File: config.mk
export PLATFORM = sky130hd
export DESIGN_NAME = isp_port_control
export DESIGN_NICKNAME = d
export VERILOG_FILES = /design/src/hw/isp_port_pkg.sv /design/src/hw/isp_port_control.sv /design/src/hw/pin_sync.sv /design/src/hw/tap_fsm.sv
export SDC_FILE = /design/constraint.sdc
export NUM_CORES = 1
export LEC_CHECK = 0
export ABC_CLOCK_PERIOD_IN_PS = 1700
export BUFFER_PORTS_ARGS = -buffer_cell sky130_fd_sc_hd__clkbuf_2
export CORE_MARGIN = 4
export CORE_UTILIZATION = 48
export DETAILED_ROUTE_END_ITERATION = 12
export PLACE_DENSITY = 0.79
export SLEW_MARGIN = 15
export SYNTH_ARGS = -nofsm -noshare
export SYNTH_HDL_FRONTEND = slang
export SYNTH_SLANG_ARGS = --single-unit
File: constraint.sdc
create_clock -name clock -period 1.7 [get_ports clock]
set_input_delay 0.255 -clock clock [delete_from_list [all_inputs] [get_ports clock]]
set_output_delay 0.255 -clock clock [all_outputs]
set_load 0.05 [all_outputs]
File: src/hw/isp_port_pkg.sv
// Constants and types shared by the serial test port control block.
// Assumes a single 200 MHz clock domain for all users of this package.
package isp_port_pkg;

   // Runtime enable register, reached at control_block_base + offset
   localparam logic [7:0] RUNTIME_ENABLE_OFFSET = 8'hC7;
   localparam int RUNTIME_ENABLE_BIT = 0;
   localparam logic [7:0] RUNTIME_ENABLE_RESET = 8'h00;
   localparam logic [7:0] UNMAPPED_READ_VALUE = 8'h00;

   // Instruction register
   localparam int IR_WIDTH = 4;
   localparam logic [3:0] IR_CAPTURE_PATTERN = 4'h1;
   localparam logic [3:0] CMD_CONFIG_ENTRY = 4'h8;
   localparam logic [3:0] CMD_CONFIG_EXIT = 4'h9;
   localparam logic [3:0] CMD_ERROR_CLEAR = 4'hA;
   localparam logic [3:0] CMD_PROGRAM_BYTE = 4'hB;
   localparam logic [3:0] CMD_READ_STATUS = 4'hC;
   localparam logic [3:0] CMD_ERASE_SECTOR = 4'hD;
   localparam logic [3:0] CMD_BYPASS = 4'hF;

   // Field positions in the entry command data register
   localparam int CFG_EXT_ENABLE_BIT = 0;
   localparam int CFG_OPEN_DRAIN_BIT = 1;
   // Field positions in the status data register
   localparam int STAT_READY_BIT = 0;
   localparam int STAT_ERROR_BIT = 1;

   typedef enum logic [3:0] {
      TAP_RESET = 4'h0,
      TAP_IDLE = 4'h1,
      SEL_DR = 4'h2,
      CAP_DR = 4'h3,
      SHIFT_DR = 4'h4,
      EXIT1_DR = 4'h5,
      PAUSE_DR = 4'h6,
      EXIT2_DR = 4'h7,
      UPD_DR = 4'h8,
      SEL_IR = 4'h9,
      CAP_IR = 4'hA,
      SHIFT_IR = 4'hB,
      EXIT1_IR = 4'hC,
      PAUSE_IR = 4'hD,
      EXIT2_IR = 4'hE,
      UPD_IR = 4'hF
   } tapState_t;

endpackage

File: src/hw/isp_port_control.sv
// Serial test port control: pin ownership, command decode, status pins.
// Assumes the test pins arrive unsynchronised and the memory controller,
// register port and logic product term run on the same clock.
//
// Functional notes
// Pins enabled when nonvolatile bit, runtime bit or product term is set.
// When not enabled, the four test pins return to general port use.
// Nonvolatile dedication keeps the pins for the test port regardless.
// All pins start as inputs; output drives only after the entry command.
// Entry command may also enable the busy and error extension pins.
// Runtime enable register at offset C7h; writing one enables the port.
// Device reset clears the runtime bit; software may clear it by writing.
// A logic product term can enable the pins for multiplexed use.
// External setup should tie product term to the cable enable line.
// Blank device has the four basic test pins enabled, unconfigured.
// Configuration commands supported; boundary-scan instructions are not.
// Extension pins report program and erase status directly when enabled.
// Error pin goes low on flash erase/program failure until cleared.
// EEPROM write failures never drive the error pin.
// Status pin high when memories are in read mode.
// Status pin low during flash program/erase or EEPROM writes.
// Entry command can make status and error pins open-drain.
// Bit 0 of runtime register enables the port; other bits unused.
// Device reset aborts runtime-enabled operations, not dedicated ones.
// Standard port state machine on clock rises, output on falls.
module isp_port_control
   import isp_port_pkg::*;
#(
   parameter int DR_WIDTH = 8
) (
   input wire logic clock,                 // 200 MHz system clock
   input wire logic rst_n,                 // Synchronous reset, active low
   input wire logic deviceReset_n,         // Device reset pin, raw
   input wire logic nvmDedicateBit,        // Nonvolatile dedication bit
   input wire logic blankDevice,           // Device is erased or unprogrammed
   input wire logic pinEnableProductTerm,  // Logic product term enable
   input wire logic [7:0] regAddr,         // Offset from control_block_base
   input wire logic regWrite,              // Register write strobe
   input wire logic regRead,               // Register read strobe
   input wire logic [7:0] regWdata,        // Register write data
   output logic [7:0] regRdata,            // Register read data
   input wire logic tckPin,                // Test clock pin, raw
   input wire logic tmsPin,                // Test mode select pin, raw
   input wire logic tdiPin,                // Test data in pin, raw
   output logic tdoOut,                    // Test data out level
   output logic tdoOe_n,                   // Test data out enable, low drives
   output logic pinsActive,                // Test port owns the four pins
   input wire logic flashBusy,             // Flash program or erase running
   input wire logic eepromBusy,            // EEPROM write running
   input wire logic flashEraseFail,        // Flash sector erase failed pulse
   input wire logic flashProgFail,         // Flash byte program failed pulse
   input wire logic eepromFail,            // EEPROM write failed pulse
   output logic progBusyStatusOut,         // Busy/ready pin level
   output logic progBusyStatusOe_n,        // Busy/ready enable, low drives
   output logic progErrorOut,              // Error pin level, low is error
   output logic progErrorOe_n,             // Error pin enable, low drives
   output logic configMode,                // Configuration mode active
   output logic iscWriteStrobe,            // Program byte request pulse
   output logic iscEraseStrobe,            // Erase sector request pulse
   output logic [DR_WIDTH-1:0] iscData     // Data for program or erase
);
   logic [3:0] pinSynced;
   logic tckSync, tmsSync, tdiSync, devResetActive;
   logic tckLast, tckRise, tckFall;
   tapState_t tapState;
   logic runtimeEn, dedicated, tapForce;
   logic [IR_WIDTH-1:0] irShift, irActive;
   logic [DR_WIDTH-1:0] drShift;
   logic bypassBit;
   logic tdoEnabled, extEnable, openDrain, exitPending;
   logic errFlag, ready, statusLevel, errorLevel;
   logic entryUpdate, clearCmd, errSet, errClear, regHit;

   // Bits 0 and 1 of the data register carry fields
   if (DR_WIDTH < 2) begin : badWidth
      $error("isp_port_control: DR_WIDTH below 2");
   end

   pin_sync #(.WIDTH(4)) pinSync (
      .clock(clock),
      .rst_n(rst_n),
      .async({deviceReset_n, tdiPin, tmsPin, tckPin}),
      .synced(pinSynced)
   );

   assign tckSync = pinSynced[0];
   assign tmsSync = pinSynced[1];
   assign tdiSync = pinSynced[2];
   assign devResetActive = !pinSynced[3];

   always_ff @(posedge clock) begin
      if (!rst_n) begin
         tckLast <= 1'b0;
      end else begin
         tckLast <= tckSync;
      end
   end

   // Edges are ignored while the port does not own the pins
   assign tckRise = pinsActive && tckSync && !tckLast;
   assign tckFall = pinsActive && !tckSync && tckLast;

   // Pin ownership
   assign dedicated = nvmDedicateBit || blankDevice;
   assign pinsActive = dedicated || runtimeEn || pinEnableProductTerm;
   // Reset only disturbs a port that is not dedicated
   assign tapForce = !pinsActive || (devResetActive && !dedicated);

   tap_fsm tap (
      .clock(clock),
      .rst_n(rst_n),
      .tckRise(tckRise),
      .tms(tmsSync),
      .forceReset(tapForce),
      .state(tapState)
   );

   // Runtime enable register
   assign regHit = (regAddr == RUNTIME_ENABLE_OFFSET);

   always_ff @(posedge clock) begin
      if (!rst_n || devResetActive) begin
         runtimeEn <= RUNTIME_ENABLE_RESET[RUNTIME_ENABLE_BIT];
      end else if (regWrite && regHit) begin
         runtimeEn <= regWdata[RUNTIME_ENABLE_BIT];
      end
   end

   always_ff @(posedge clock) begin
      if (!rst_n) begin
         regRdata <= UNMAPPED_READ_VALUE;
      end else if (regRead && regHit) begin
         regRdata <= {7'h00, runtimeEn};
      end else if (regRead) begin
         regRdata <= UNMAPPED_READ_VALUE;
      end
   end

   // Instruction register
   always_ff @(posedge clock) begin
      if (!rst_n || tapForce) begin
         irShift <= IR_CAPTURE_PATTERN;
         irActive <= CMD_BYPASS;
      end else if (tckRise) begin
         case (tapState)
            TAP_RESET: irActive <= CMD_BYPASS;
            CAP_IR: irShift <= IR_CAPTURE_PATTERN;
            SHIFT_IR: irShift <= {tdiSync, irShift[IR_WIDTH-1:1]};
            UPD_IR: irActive <= irShift;
            default: irActive <= irActive;
         endcase
      end
   end

   // Data registers; boundary-scan opcodes fall through to bypass
   always_ff @(posedge clock) begin
      if (!rst_n || tapForce) begin
         drShift <= '0;
         bypassBit <= 1'b0;
      end else if (tckRise && tapState == CAP_DR) begin
         bypassBit <= 1'b0;
         drShift <= '0;
         case (irActive)
            CMD_READ_STATUS: begin
               drShift[STAT_READY_BIT] <= ready;
               drShift[STAT_ERROR_BIT] <= errFlag;
            end
            CMD_CONFIG_ENTRY: begin
               drShift[CFG_EXT_ENABLE_BIT] <= extEnable;
               drShift[CFG_OPEN_DRAIN_BIT] <= openDrain;
            end
            default: drShift <= '0;
         endcase
      end else if (tckRise && tapState == SHIFT_DR) begin
         bypassBit <= tdiSync;
         drShift <= {tdiSync, drShift[DR_WIDTH-1:1]};
      end
   end

   // Output pin changes only on falling test clock edges
   always_ff @(posedge clock) begin
      if (!rst_n || tapForce) begin
         tdoOut <= 1'b1;
      end else if (tckFall) begin
         case (tapState)
            SHIFT_IR: tdoOut <= irShift[0];
            SHIFT_DR: begin
               case (irActive)
                  CMD_CONFIG_ENTRY, CMD_PROGRAM_BYTE, CMD_ERASE_SECTOR,
                  CMD_READ_STATUS: tdoOut <= drShift[0];
                  default: tdoOut <= bypassBit;
               endcase
            end
            default: tdoOut <= tdoOut;
         endcase
      end
   end

   assign entryUpdate = tckRise && tapState == UPD_DR
      && irActive == CMD_CONFIG_ENTRY;
   assign clearCmd = tckRise && tapState == UPD_IR
      && irShift == CMD_ERROR_CLEAR && configMode;

   // Configuration mode and pin turnaround
   always_ff @(posedge clock) begin
      if (!rst_n || tapForce) begin
         configMode <= 1'b0;
         tdoEnabled <= 1'b0;
         extEnable <= 1'b0;
         openDrain <= 1'b0;
      end else if (entryUpdate) begin
         configMode <= 1'b1;
         tdoEnabled <= 1'b1;
         extEnable <= drShift[CFG_EXT_ENABLE_BIT];
         openDrain <= drShift[CFG_OPEN_DRAIN_BIT];
      end else if (tckRise && tapState == UPD_IR
            && irShift == CMD_CONFIG_EXIT) begin
         configMode <= 1'b0;
         extEnable <= 1'b0;
      end
   end

   // An exit arms the reset that may clear the error flag
   always_ff @(posedge clock) begin
      if (!rst_n) begin
         exitPending <= 1'b0;
      end else if (tckRise && tapState == UPD_IR
            && irShift == CMD_CONFIG_EXIT) begin
         exitPending <= 1'b1;
      end else if (devResetActive || entryUpdate) begin
         exitPending <= 1'b0;
      end
   end

   assign tdoOe_n = !(pinsActive && tdoEnabled);

   // Program and erase requests to the memory controller
   always_ff @(posedge clock) begin
      if (!rst_n) begin
         iscWriteStrobe <= 1'b0;
         iscEraseStrobe <= 1'b0;
         iscData <= '0;
      end else begin
         iscWriteStrobe <= 1'b0;
         iscEraseStrobe <= 1'b0;
         if (tckRise && tapState == UPD_DR && configMode && !tapForce) begin
            iscData <= drShift;
            iscWriteStrobe <= (irActive == CMD_PROGRAM_BYTE);
            iscEraseStrobe <= (irActive == CMD_ERASE_SECTOR);
         end
      end
   end

   // Sticky error; a failure in the clearing cycle still sets it
   assign errSet = flashEraseFail || flashProgFail;
   assign errClear = clearCmd || (exitPending && devResetActive);

   always_ff @(posedge clock) begin
      if (!rst_n) begin
         errFlag <= 1'b0;
      end else if (errSet) begin
         errFlag <= 1'b1;
      end else if (errClear) begin
         errFlag <= 1'b0;
      end
   end

   assign ready = !(flashBusy || eepromBusy);

   always_ff @(posedge clock) begin
      if (!rst_n) begin
         statusLevel <= 1'b1;
         errorLevel <= 1'b1;
      end else begin
         statusLevel <= ready;
         errorLevel <= !errFlag;
      end
   end

   // Open-drain only ever pulls low, so several devices can share a line
   assign progBusyStatusOut = openDrain ? 1'b0 : statusLevel;
   assign progErrorOut = openDrain ? 1'b0 : errorLevel;
   assign progBusyStatusOe_n = !(pinsActive && extEnable)
      || (openDrain && statusLevel);
   assign progErrorOe_n = !(pinsActive && extEnable)
      || (openDrain && errorLevel);
endmodule

File: src/hw/pin_sync.sv
// Two-stage synchroniser for pins arriving from outside the clock domain.
// Assumes the inputs are levels that stay stable for several clocks.
module pin_sync #(
   parameter int WIDTH = 1
) (
   input wire logic clock,              // System clock
   input wire logic rst_n,              // Synchronous reset
   input wire logic [WIDTH-1:0] async,  // Raw pin levels
   output logic [WIDTH-1:0] synced      // Levels safe for logic
);
   logic [WIDTH-1:0] meta;

   if (WIDTH < 1) begin : badWidth
      $error("pin_sync: WIDTH must be at least 1");
   end

   // First stage feeds only the second stage
   always_ff @(posedge clock) begin
      if (!rst_n) begin
         meta <= '0;
         synced <= '0;
      end else begin
         meta <= async;
         synced <= meta;
      end
   end
endmodule

File: src/hw/tap_fsm.sv
// Test access port state machine, advanced on detected test clock rises.
// Assumes tckRise is a one-cycle pulse and tms is already synchronised.
module tap_fsm
   import isp_port_pkg::*;
(
   input wire logic clock,        // System clock
   input wire logic rst_n,        // Synchronous reset
   input wire logic tckRise,      // One-cycle pulse per test clock rise
   input wire logic tms,          // Mode select, synchronised
   input wire logic forceReset,   // Holds the port in reset
   output tapState_t state        // Current port state
);
   tapState_t next_state;

   always_comb begin
      case (state)
         TAP_RESET: next_state = tms ? TAP_RESET : TAP_IDLE;
         TAP_IDLE: next_state = tms ? SEL_DR : TAP_IDLE;
         SEL_DR: next_state = tms ? SEL_IR : CAP_DR;
         CAP_DR: next_state = tms ? EXIT1_DR : SHIFT_DR;
         SHIFT_DR: next_state = tms ? EXIT1_DR : SHIFT_DR;
         EXIT1_DR: next_state = tms ? UPD_DR : PAUSE_DR;
         PAUSE_DR: next_state = tms ? EXIT2_DR : PAUSE_DR;
         EXIT2_DR: next_state = tms ? UPD_DR : SHIFT_DR;
         UPD_DR: next_state = tms ? SEL_DR : TAP_IDLE;
         SEL_IR: next_state = tms ? TAP_RESET : CAP_IR;
         CAP_IR: next_state = tms ? EXIT1_IR : SHIFT_IR;
         SHIFT_IR: next_state = tms ? EXIT1_IR : SHIFT_IR;
         EXIT1_IR: next_state = tms ? UPD_IR : PAUSE_IR;
         PAUSE_IR: next_state = tms ? EXIT2_IR : PAUSE_IR;
         EXIT2_IR: next_state = tms ? UPD_IR : SHIFT_IR;
         UPD_IR: next_state = tms ? SEL_DR : TAP_IDLE;
         default: next_state = TAP_RESET;
      endcase
   end

   always_ff @(posedge clock) begin
      if (!rst_n || forceReset) begin
         state <= TAP_RESET;
      end else if (tckRise) begin
         state <= next_state;
      end
   end
endmodule

## Word-level counts from Yosys, hierarchy flattened

Cells that the tools add are included.

| storage, ports and cells | value |
|---|---|
| word-level logic and storage cells | 139 |
| output and inout bits | 26 |
| bits in registers | 51 |
| input bits | 32 |

| cells by class | value |
|---|---|
| equal/unequal tests | 22 |
| mux-type cells | 31 |
| reduce and logical (&&, ||, !) cells | 63 |

Operator list:

| operator | number |
|---|---|
| $eq A4 B4 Y1 const B | 14 |
| $pmux W4 S12 | 1 |
| $logic_and A1 B1 Y1 | 22 |
| $eq A4 B3 Y1 const B | 4 |
| $mux W4 | 4 |
| $pmux W4 S2 | 2 |
| $reduce_bool A2 Y1 | 8 |
| $mux W1 | 15 |
| $logic_or A1 B1 Y1 | 12 |
| $logic_not A1 Y1 | 11 |
| $mux W2 | 5 |
| $eq A4 B2 Y1 const B | 2 |
| $eq A8 B8 Y1 const B | 1 |
| $reduce_and A2 Y1 | 4 |
| $mux W3 | 2 |
| $reduce_or A2 Y1 | 3 |
| $eq A4 B1 Y1 const B | 1 |
| $logic_not A4 Y1 | 1 |
| $pmux W2 S2 | 1 |
| $reduce_or A4 Y1 | 1 |
| $reduce_or A3 Y1 | 1 |
| $pmux W1 S2 | 1 |

## Longest topological paths before layout

Gate-level depths: netlist of run 1.

| logic depth | value |
|---|---|
| word-level depth | 11 |
| mapped depth | 6 |
| mapped depth without buffers | 5 |

## Cells and area by module

Synthesis of run 1 repeated with hierarchy kept, for this count alone.

| second synthesis, totals | value |
|---|---|
| cells, all modules | 277 |
| area, all modules | 2486.1 sq um |

By module, submodules not included:

| module | seq. area each (sq um) | times used | area an instance (sq um) | cells an instance |
|---|---|---|---|---|
| isp_port_control | 760.7 | 1 | 1876.8 | 213 |
| tap_fsm | 80.1 | 1 | 399.1 | 48 |
| pin_sync | 160.2 | 1 | 210.2 | 16 |

## Worst setup path before layout of run 1

Ideal clock, no wire load.

| timing | value |
|---|---|
| kind | reg-to-output |
| start point | reg runtimeEn |
| end point | out progBusyStatusOe_n |
| arrival | 1556 ps |
| setup slack | -111 ps |
| stages on the path, launching flop included | 4 |
| path through | dfxtp_1 -> nor4_4 -> inv_2 -> nand3_1 |

| between the ends | value |
|---|---|
| cells in the longest elaborated chain, start to end | 5 |

Ends and longest elaborated chain:

| what | line | source |
|---|---|---|
| start, declared | isp_port_control.sv:66 | `logic runtimeEn, dedicated, tapForce;` |
| start signal, assigned | isp_port_control.sv:123 | `runtimeEn <= RUNTIME_ENABLE_RESET[RUNTIME_ENABLE_BIT];` |
| start signal, assigned | isp_port_control.sv:125 | `runtimeEn <= regWdata[RUNTIME_ENABLE_BIT];` |
| $logic_or A1 B1 Y1 (2 in series) | isp_port_control.sv:105 | `assign pinsActive = dedicated \|\| runtimeEn \|\| pinEnableProductTerm;` |
| via pinsActive | isp_port_control.sv:47 | `output logic pinsActive,` |
| $logic_and A1 B1 Y1 | isp_port_control.sv:283 | `assign progBusyStatusOe_n = !(pinsActive && extEnable)` |
| $logic_not A1 Y1 | isp_port_control.sv:283 |  |
| $logic_or A1 B1 Y1 | isp_port_control.sv:284 | `\|\| (openDrain && statusLevel);` |
| end, declared | isp_port_control.sv:54 | `output logic progBusyStatusOe_n,` |

The timed path passes the listed nets, and every way through them passes these cells.

## Worst setup path in the final report of run 1

| timing | value |
|---|---|
| start point | reg tap.state[0] |
| end point | reg drShift[3] |

| between the ends | value |
|---|---|
| cells in the longest elaborated chain, start to end | 3 |

Ends and longest elaborated chain:

| what | line | source |
|---|---|---|
| start, declared | tap_fsm.sv:11 | `output tapState_t state` |
| start signal, assigned | tap_fsm.sv:41 | `state <= next_state;` |
| $eq A4 B2 Y1 | isp_port_control.sv:160 | `end else if (tckRise && tapState == CAP_DR) begin` |
| $logic_and A1 B1 Y1 | isp_port_control.sv:160 |  |
| $reduce_or A2 Y1 (no source line) | -- |  |
| end signal, assigned by index | isp_port_control.sv:165 | `drShift[STAT_READY_BIT] <= ready;` |
| end signal, assigned by index | isp_port_control.sv:166 | `drShift[STAT_ERROR_BIT] <= errFlag;` |
| end signal, assigned by index | isp_port_control.sv:169 | `drShift[CFG_EXT_ENABLE_BIT] <= extEnable;` |
| end, declared | isp_port_control.sv:68 | `logic [DR_WIDTH-1:0] drShift;` |

Several ways; a longest one is shown, not always the timed one.
A chain may end at the register's enable or synchronous reset.

==> results.txt, run 1 <==
----------------------------------------------------
[Timing]
  Final Skew ... 0.0107 ns
  Final Worst Setup Slack ... -0.0149 ns
  Final Critical Period ... 1.71 ns
  Sum of negative setup slack ... -0.0386 ns
  Final Hold Violating Endpoints ... 0
  Part of the cycle the worst path needs ... 101%
  Highest achievable clock rate ... 0.583 GHz
  Final-report setup violation count ... 4
  RSZ-0062 raised after global routing ... yes
  Pins over their slew limit ... 0

[Finish]
  Most common cell after layout, fill and taps aside ... dfxtp_1
  Area used by multi-input combinational logic ... 1300 sq um
  Count of inserted antenna diode cells ... 0
  Final-layout fill cell count ... 418
  Area delta synth->final ... 21.4%
  Flip-flop and latch area ... 1000 sq um
  Fraction of final layout cells with drive strength greater than 1 ... 25.2%
  Nets ... 354
  Commonest non-fill, non-tap cells in the layout ... dfxtp_1 (49), clkbuf_2 (39), nand2_1 (35)

[Route]
  Vias per std cell ... 5.45
  Initial DRT Pass Iterations ... 5
  DR DRC count ... 0
  Average wire per cell in the routed design ... 14.3 um
  Post-detailed-route count of antenna-violating nets ... 0
  Sum of routed wire length over all layers ... 5560 um
  Iteration-0 DRC count of the detailed router ... 134
  Routed vias ... 2,120

[Clock tree]
  Cell at the root of the clock tree ... clkbuf_8
  CTS tree ... done
  Maximum buffer depth of the clock tree ... 2
  Worst-Skew Late Latency ... 0.30 ns
  Clock transition time at the flip-flop clock pins of the worst setup and hold paths ... 0.09 ns
  H-Tree Level Count ... 2
  TritonCTS Sinks ... 50
  Number of hold-repair buffers added at the cts stage ... 0
  Number of CTS-inserted buffers ... 5

[Critical path]
  Crit path required time ... 1.90 ns
  Critical path cell sequence ... or4b_4 -> buf_6 -> nor3_4 -> buf_6 -> mux2i_1 -> nor2_1
  Endpoint class of the critical path ... register
  Worst stage delay on the critical path ... 0.55 ns
  Dominant delay contributor by cell family on the critical path ... simple AND/OR/NAND/NOR gates
  Worst-path fanout max ... 6
  Beginning of the worst register-to-register path ... tap.state[0]$_SDFFE_PP0P_
  Crit path launch type ... register
  Slowest stage cell, crit path ... or4b_4
  Startpoint of the most critical setup path ... tap.state[0]$_SDFFE_PP0P_
  Cell with the most instances on the worst path ... buf_6
  Category of the most critical setup path ... register to register
  Number of buffers and inverters on the critical path ... 2
  Data arrival time at the worst-slack endpoint ... 1.91 ns

[Synthesis]
  Synthesized-area fraction occupied by xor and xnor cells ... 0.365%
  Async set-reset flop share out of synthesis ... 0%
  Dominant combinational cell family by area after synthesis ... simple AND/OR/NAND/NOR gates
  Compound-gate portion of the synthesized area ... 13.1%
  Post-synth top area share ... 41.7%
  Number of warnings printed during yosys synthesis ... 0
  Fraction of the mapped netlist area in adder cells ... 0%
  Sequential cell area fraction in the yosys report ... 41.7%
  Mux contribution to synthesized area ... 9.69%
  Mapped Area ... 2400 sq um
  Dominant synthesized flop cell ... dfxtp_1
  Area share of and/or/nand/nor cells after synthesis ... 29.1%
  Yosys top cell by area ... dfxtp_1
  Synth unique cells ... 57
  Cell count after synthesis ... 271
  Top cells by area in the synthesized netlist ... dfxtp_1 (42%), mux2i_1 (8.8%), nand2_1 (5.5%), nor2_1 (3.3%), and2_1 (3.1%)
  Avg Cell Area, Syn ... 8.86 sq um
  Count of flip-flops with a built-in enable after synthesis ... 0
  Flip-flop and latch count after synthesis ... 50

[Die]
  Width of the chip ... 78.7 um
  Core footprint ... 4790 sq um
  Number of rows created at floorplan ... 25
  I/O pin cnt ... 58
  Initial core utilization ... 50.2%
  Die span in y ... 78.7 um
  Overall die area ... 6200 sq um

[Worst hold path]
  Type of the worst min-delay path ... input pin to register
  Worst hold path startpoint ... deviceReset_n

[Outcome]
  Failing checks ... setup timing
  Result of the run ... complete, but fails checks

[Placed design]
  HPWL Detailed ... 3800 um
  IO Port Bufs ... 42
  Pre-CTS setup slack ... -0.0559 ns
  Routability cong. ... 0.832

[Global routing]
  Antenna violations before repair ... 0
  Gr usage total ... 18.2%
  First-pass GRT wire length ... 9060 um
  Overflow after GRT ... 0
  Pin count of the biggest net entering global routing ... 28
  Number of global-route vias before repair ... 1,917

[Flow run]
  Reported max-cap violation count ... 0

[Power]
  Largest voltage drop on the vdd net ... 0.851 mV
  Total leakage power ... 1.15 nW
  P per Cell Area ... 764 nW/um^2

----------------------------------------------------
-- final timing paths --
kind	endpoint	slack (ns)	depth (start not counted)
setup / recovery	drShift[3]$_SDFFE_PP0P_	-0.01	6
hold / removal	pinSync.meta[3]$_SDFF_PN0_	0.15	2
setup reg to reg	drShift[3]$_SDFFE_PP0P_	-0.01	6
hold reg to reg	errorLevel$_SDFF_PN1_	0.40	1
-- where the power goes --
part | switching, mW | internal (mW)
Sequential | 0.00980 | 1.19
Clock | 0.376 | 0.471
Combinational | 0.124 | 0.0621
-- synthesized netlist by cell type, types with 4 or more instances --
| library cell | count |
|---|---|
| mux2i_1 | 21 |
| nand2b_1 | 5 |
| o22ai_1 | 6 |
| a21oi_1 | 8 |
| nand2_1 | 35 |
| buf_4 | 7 |
| dfxtp_1 | 50 |
| nor3_1 | 4 |
| clkbuf_1 | 13 |
| nor2b_1 | 10 |
| and2_1 | 12 |
| o21ai_0 | 5 |
| nand3_1 | 8 |
| nor2_1 | 21 |
| nand4_1 | 4 |
-- flip-flops by register name, indices dropped and copies added, names as in the netlist, 4 cells and up --
register / flops
drShift: 8
iscData: 8
irActive: 4
irShift: 4
pinSync.meta: 4
pinSync.synced: 4
tap.state: 4
-- stage by stage --
step	utilization, %	std cells	total power [mW]	hold WS (ns)	area, sq um
2_1_floorplan	-	277	1.35	0.355	2420
3_3_place_gp	56.9	378	1.40	0.379	2720
3_5_place_dp	56.9	378	1.40	0.380	2720
4_1_cts	59.9	385	2.24	0.145	2870
5_1_grt	60.9	389	2.31	0.128	2920
6_report	60.9	389	2.23	0.149	2920
-- worst register-to-register path, delay by kind of cell, from the launching register on --
| kind | cells | cell delay (ns) |
|---|---|---|
| AND/OR/NAND/NOR | 3 | 0.77 |
| buffers and inverters | 2 | 0.32 |
| multiplexers | 1 | 0.21 |
| flip-flops | 1 | 0.32 |
-- cell families (layout without fill, tap and decap cells) --
group,after synthesis,in the layout
muxes,23,23
xor gates and xnor gates,1,1
buffers and inverters,28,73
other,1,7
DFF,50,50
and+or+nand+nor,123,123
AOI/OAI and AO/OA,45,45
-- timing repair --
action / in CTS / in global routing
setup endpoints to repair: 10 / 22
pin swaps: 0 / 2
resized for setup: 8 / 4
cloned: 0 / 0
setup buffers: 0 / 4
-- cell type report --
cell class	count	area share, %
Clock buffer	6	2.83
Clock inverter	1	1.03
Inverter	5	0.644
Multi-Input combinational cell	199	44.6
Sequential cell	50	34.4
Tap cell	67	2.88
Timing Repair Buffer	61	13.6
-- layer usage --
| layer | global-route usage, % | part of all wire (%) |
|---|---|---|
| met1 | 23.4 | 43 |
| met2 | 29.1 | 49 |
| met3 | 3.97 | 5.7 |
| met4 | 8.39 | 1.7 |
| met5 | 0 | 0 |
No activity file was read; power rests on OpenSTA's default activity.
==> run 2: changes to the inputs <==
--- a/config.mk
+++ b/config.mk
@@ -10,8 +10,9 @@
 export CORE_MARGIN = 4
 export CORE_UTILIZATION = 48
 export DETAILED_ROUTE_END_ITERATION = 12
-export PLACE_DENSITY = 0.79
+export PLACE_DENSITY = 0.78
 export SLEW_MARGIN = 15
 export SYNTH_ARGS = -nofsm -noshare
 export SYNTH_HDL_FRONTEND = slang
+export SYNTH_HIERARCHICAL = 1
 export SYNTH_SLANG_ARGS = --single-unit
==> run 2 against run 1 <==
  * The run now ends clean
  * Design area rose by 4.5%
  * Cell count rose by 3.6%
  * Clock power is 12% lower
  * Routed wire length fell by 5.2%
  * Core utilization increased by 1.5 points
  * Register-to-register slack better by 0.10 ns
  * Sequential share of layout area decreased by 1.4 points
  * Total power fell by 4.5%
  * Flip-flop and latch count stayed put
  * Sequential power hardly changed
  * Critical path type is now register to primary output
  * Largest cell class unchanged
==> results.txt, run 2 <==
----------------------------------------------------
[Synthesis]
  Count of flip-flops with a built-in enable after synthesis ... 0 (unchanged)
  Yosys top cell by area ... dfxtp_1
  Dominant synthesized flop cell ... dfxtp_1
  Top cells by count, synth ... dfxtp_1 (50), nand2_1 (33), nor2_1 (23), mux2i_1 (21), and2_1 (12)
  Mapped Area ... 2490 sq um (+3.5%)
  Avg Cell Area, Syn ... 8.98 sq um (+1.3%)
  Flip-flop and latch count after synthesis ... 50 (unchanged)
  Number of warnings printed during yosys synthesis ... 6 (+6)
  Sequential cell area fraction in the yosys report ... 40.3% (-1.4 points)
  Top cells by area in the synthesized netlist ... dfxtp_1 (40%), mux2i_1 (8.5%), nand2_1 (5.0%), nor2_1 (3.5%), and2_1 (3.0%)
  Cell with the most instances after synthesis ... dfxtp_1
  Async set-reset flop share out of synthesis ... 0% (unchanged)
  Synth unique cells ... 57 (unchanged)
  Cell count after synthesis ... 277 (+2.2%)
  Post-synth top area share ... 40.3% (-1.4 points)

[Timing]
  Pins over their slew limit ... 0 (unchanged)
  Measured slew at the worst slew-check pin ... 0.537 ns
  Final Hold Violating Endpoints ... 0 (unchanged)
  Final Skew ... 0.0130 ns (+0.00224 ns)
  Hold slack final ... 0.138 ns (-0.0108 ns)
  Highest achievable clock rate ... 0.612 GHz (+4.9%)
  Final-report setup violation count ... 0 (-4)
  Part of the cycle the worst path needs ... 96.2% (-4.7 points)
  RSZ-0062 raised after global routing ... yes
  Worst relative slew slack ... 64.1%
  Final Critical Period ... 1.63 ns (-0.0802 ns)

[Route]
  Average wire per cell in the routed design ... 13.1 um (-8.5%)
  Vias per std cell ... 5.35 (-1.9%)
  Sum of routed wire length over all layers ... 5270 um (-5.2%)
  Post-detailed-route count of antenna-violating nets ... 0 (unchanged)
  DR DRC count ... 0 (unchanged)
  Iteration-0 DRC count of the detailed router ... 116 (-13%)
  Routed vias ... 2,155 (+1.7%)
  Initial DRT Pass Iterations ... 4 (-1)

[Critical path]
  Critical path cell sequence ... nor4_4 -> inv_2 -> buf_6 -> nand3_2 -> buf_8
  Data arrival time at the worst-slack endpoint ... 1.38 ns (-0.53 ns)
  Dominant delay contributor by cell family on the critical path ... buffers and inverters
  Worst stage delay on the critical path ... 0.36 ns (-0.19 ns)
  Endpoint class of the critical path ... primary output
  Category of the most critical setup path ... register to primary output
  Number of buffers and inverters on the critical path ... 3 (+1)
  Slowest stage cell, crit path ... dfxtp_4
  Crit path required time ... 1.44 ns (-0.46 ns)
  Worst setup slack for register-to-register paths ... 0.09 ns (+0.10 ns)
  Worst-path fanout max ... 7 (+1)
  Crit path launch type ... register

[Placed design]
  IO Port Bufs ... 42 (unchanged)
  Routability cong. ... 0.839 (+0.87%)
  Number of placed cells counting well taps ... 390 (+3.2%)
  HPWL Detailed ... 3840 um (+1.1%)
  Post-placement cell area ... 2810 sq um (+3.2%)

[Finish]
  Commonest non-fill, non-tap cells in the layout ... dfxtp_1 (49), clkbuf_2 (39), nand2_1 (32)
  Most common cell after layout, fill and taps aside ... dfxtp_1
  Area delta synth->final ... 22.5%
  Count of inserted antenna diode cells ... 0 (unchanged)
  Final standard cell count with taps included and fillers excluded ... 403 (+3.6%)
  Fraction of final layout cells with drive strength greater than 1 ... 28.9% (+3.7 points)
  Area of all placed cells without fillers ... 3050 sq um (+4.5%)
  Nets ... 367 (+3.7%)
  Largest registers ... drShift: 8 flops, iscData: 8 flops
  Final-layout fill cell count ... 407 (-2.6%)

[Global routing]
  Antenna violations before repair ... 0 (unchanged)
  Overflow after GRT ... 0 (unchanged)
  First-pass GRT wire length ... 8570 um (-5.4%)
  Gr usage total ... 16.9% (-1.3 points)
  Pin count of the biggest net entering global routing ... 21 (-25%)
  Met2 track demand over resource in global routing ... 28.1% (-0.97 points)
  Layer carrying the most global-route usage ... met2
  Met3 routing resource usage after global routing ... 4.06% (+0.095 points)
  Routing usage on met1 ... 20.4% (-3.0 points)
  Number of global-route vias before repair ... 1,920 (+0.16%)

[Clock tree]
  Number of hold-repair buffers added at the cts stage ... 0 (unchanged)
  TritonCTS Sinks ... 50 (unchanged)
  Maximum buffer depth of the clock tree ... 2 (unchanged)
  Clock transition time at the flip-flop clock pins of the worst setup and hold paths ... 0.09 ns (about the same)
  CTS tree ... done
  Cell at the root of the clock tree ... clkbuf_8
  H-Tree Level Count ... 2 (unchanged)
  Worst-Skew Late Latency ... 0.31 ns (about the same)
  Number of CTS-inserted buffers ... 5 (unchanged)

[Worst hold path]
  Type of the worst min-delay path ... input pin to register

[Die]
  I/O pin cnt ... 58 (unchanged)
  Width of the chip ... 80.0 um (+1.6%)
  Die span in y ... 80.0 um (+1.6%)
  Number of rows created at floorplan ... 25 (unchanged)
  Overall die area ... 6400 sq um (+3.2%)
  Core footprint ... 4880 sq um (+2.0%)
  Initial core utilization ... 50.9% (+0.78 points)

[Outcome]
  Result of the run ... finished clean

[Flow run]
  Reported max-cap violation count ... 0 (unchanged)

[Power]
  P per Cell Area ... 699 nW/um^2 (-8.6%)
  Largest voltage drop on the vdd net ... 0.527 mV (-38%)
  Total leakage power ... 1.21 nW (+5.2%)

----------------------------------------------------
## run 2: changes by cell type after synthesis, sizes merged, moves of 3 or more
cell	change
nand3	-3
buf	+6
nor2	+3
inv	+4
clkbuf	-6
nor3b	-3
a41oi	+3
o31ai	+4
## run 2: path summary, 6_finish.rpt
path	start	to	depth (start not counted)
worst max-delay path	runtimeEn$_SDFFE_PP0P_	progErrorOe_n	5
worst min-delay path	flashBusy	statusLevel$_SDFF_PN1_	2
worst max register to register	tckLast$_SDFF_PN0_	tap/state[3]$_SDFFE_PP0P_	5
worst min register to register	errFlag$_SDFFE_PN0P_	errorLevel$_SDFF_PN1_	1
## run 2: power breakdown
| group | total, mW | internal [mW] | switching [mW] |
|---|---|---|---|
| logic | 0.186 | 0.0628 | 0.124 |
| registers | 1.19 | 1.18 | 0.00926 |
| clock network | 0.749 | 0.373 | 0.376 |
| total | 2.13 | 1.62 | 0.509 |
## run 2: cell families (layout without fill, tap and decap cells)
logic type                Yosys count  after routing  share of synthesized area [%]
buffers and inverters              32             85                           7.95
AOI/OAI and AO/OA                  49             49                           13.8
xor gates and xnor gates            1              1                          0.352
and+or+nand+nor                   122            122                           28.5
muxes                              22             22                           8.91
other                               1              7                          0.151
DFF                                50             50                           40.3
## run 2: routing by layer
layer | up-vias | routed length [um] | share of wire (%)
met2 | 65 | 2520 | 48
met4 | 0 | 87 | 1.7
met5 | - | 0 | 0
met3 | 8 | 358 | 6.8
met1 | 1002 | 2300 | 44
li1 | 1080 | - | -
## run 2: area by class of cell
cell class / count / area, sq um / area share, %
Multi-Input combinational cell: 201 / 1350 / 44.5
Clock inverter: 1 / 8.76 / 0.288
Clock buffer: 7 / 96.3 / 3.16
Inverter: 9 / 33.8 / 1.11
Sequential cell: 50 / 1000 / 33.0
Timing Repair Buffer: 68 / 464 / 15.2
Tap cell: 67 / 83.8 / 2.75
## run 2: metrics by stage
step	total power [mW]	setup slack [ns]	setup TNS (ns)	utilization [%]
after CTS	2.14	0.00871	0	61.0
after global placement	1.39	0.00352	0	57.6
after floorplan	1.35	-0.0693	-0.482	-
final	2.13	0.0654	0	62.4
after global routing	2.21	-0.0766	-0.0891	62.4
after detailed placement	1.40	-0.0842	-0.360	57.6
## run 2: what timing repair did
item,in CTS,in global routing
pin swaps,2,2
endpoints found under the setup margin,12,10
gates resized for setup,11,11
setup buffers,1,4
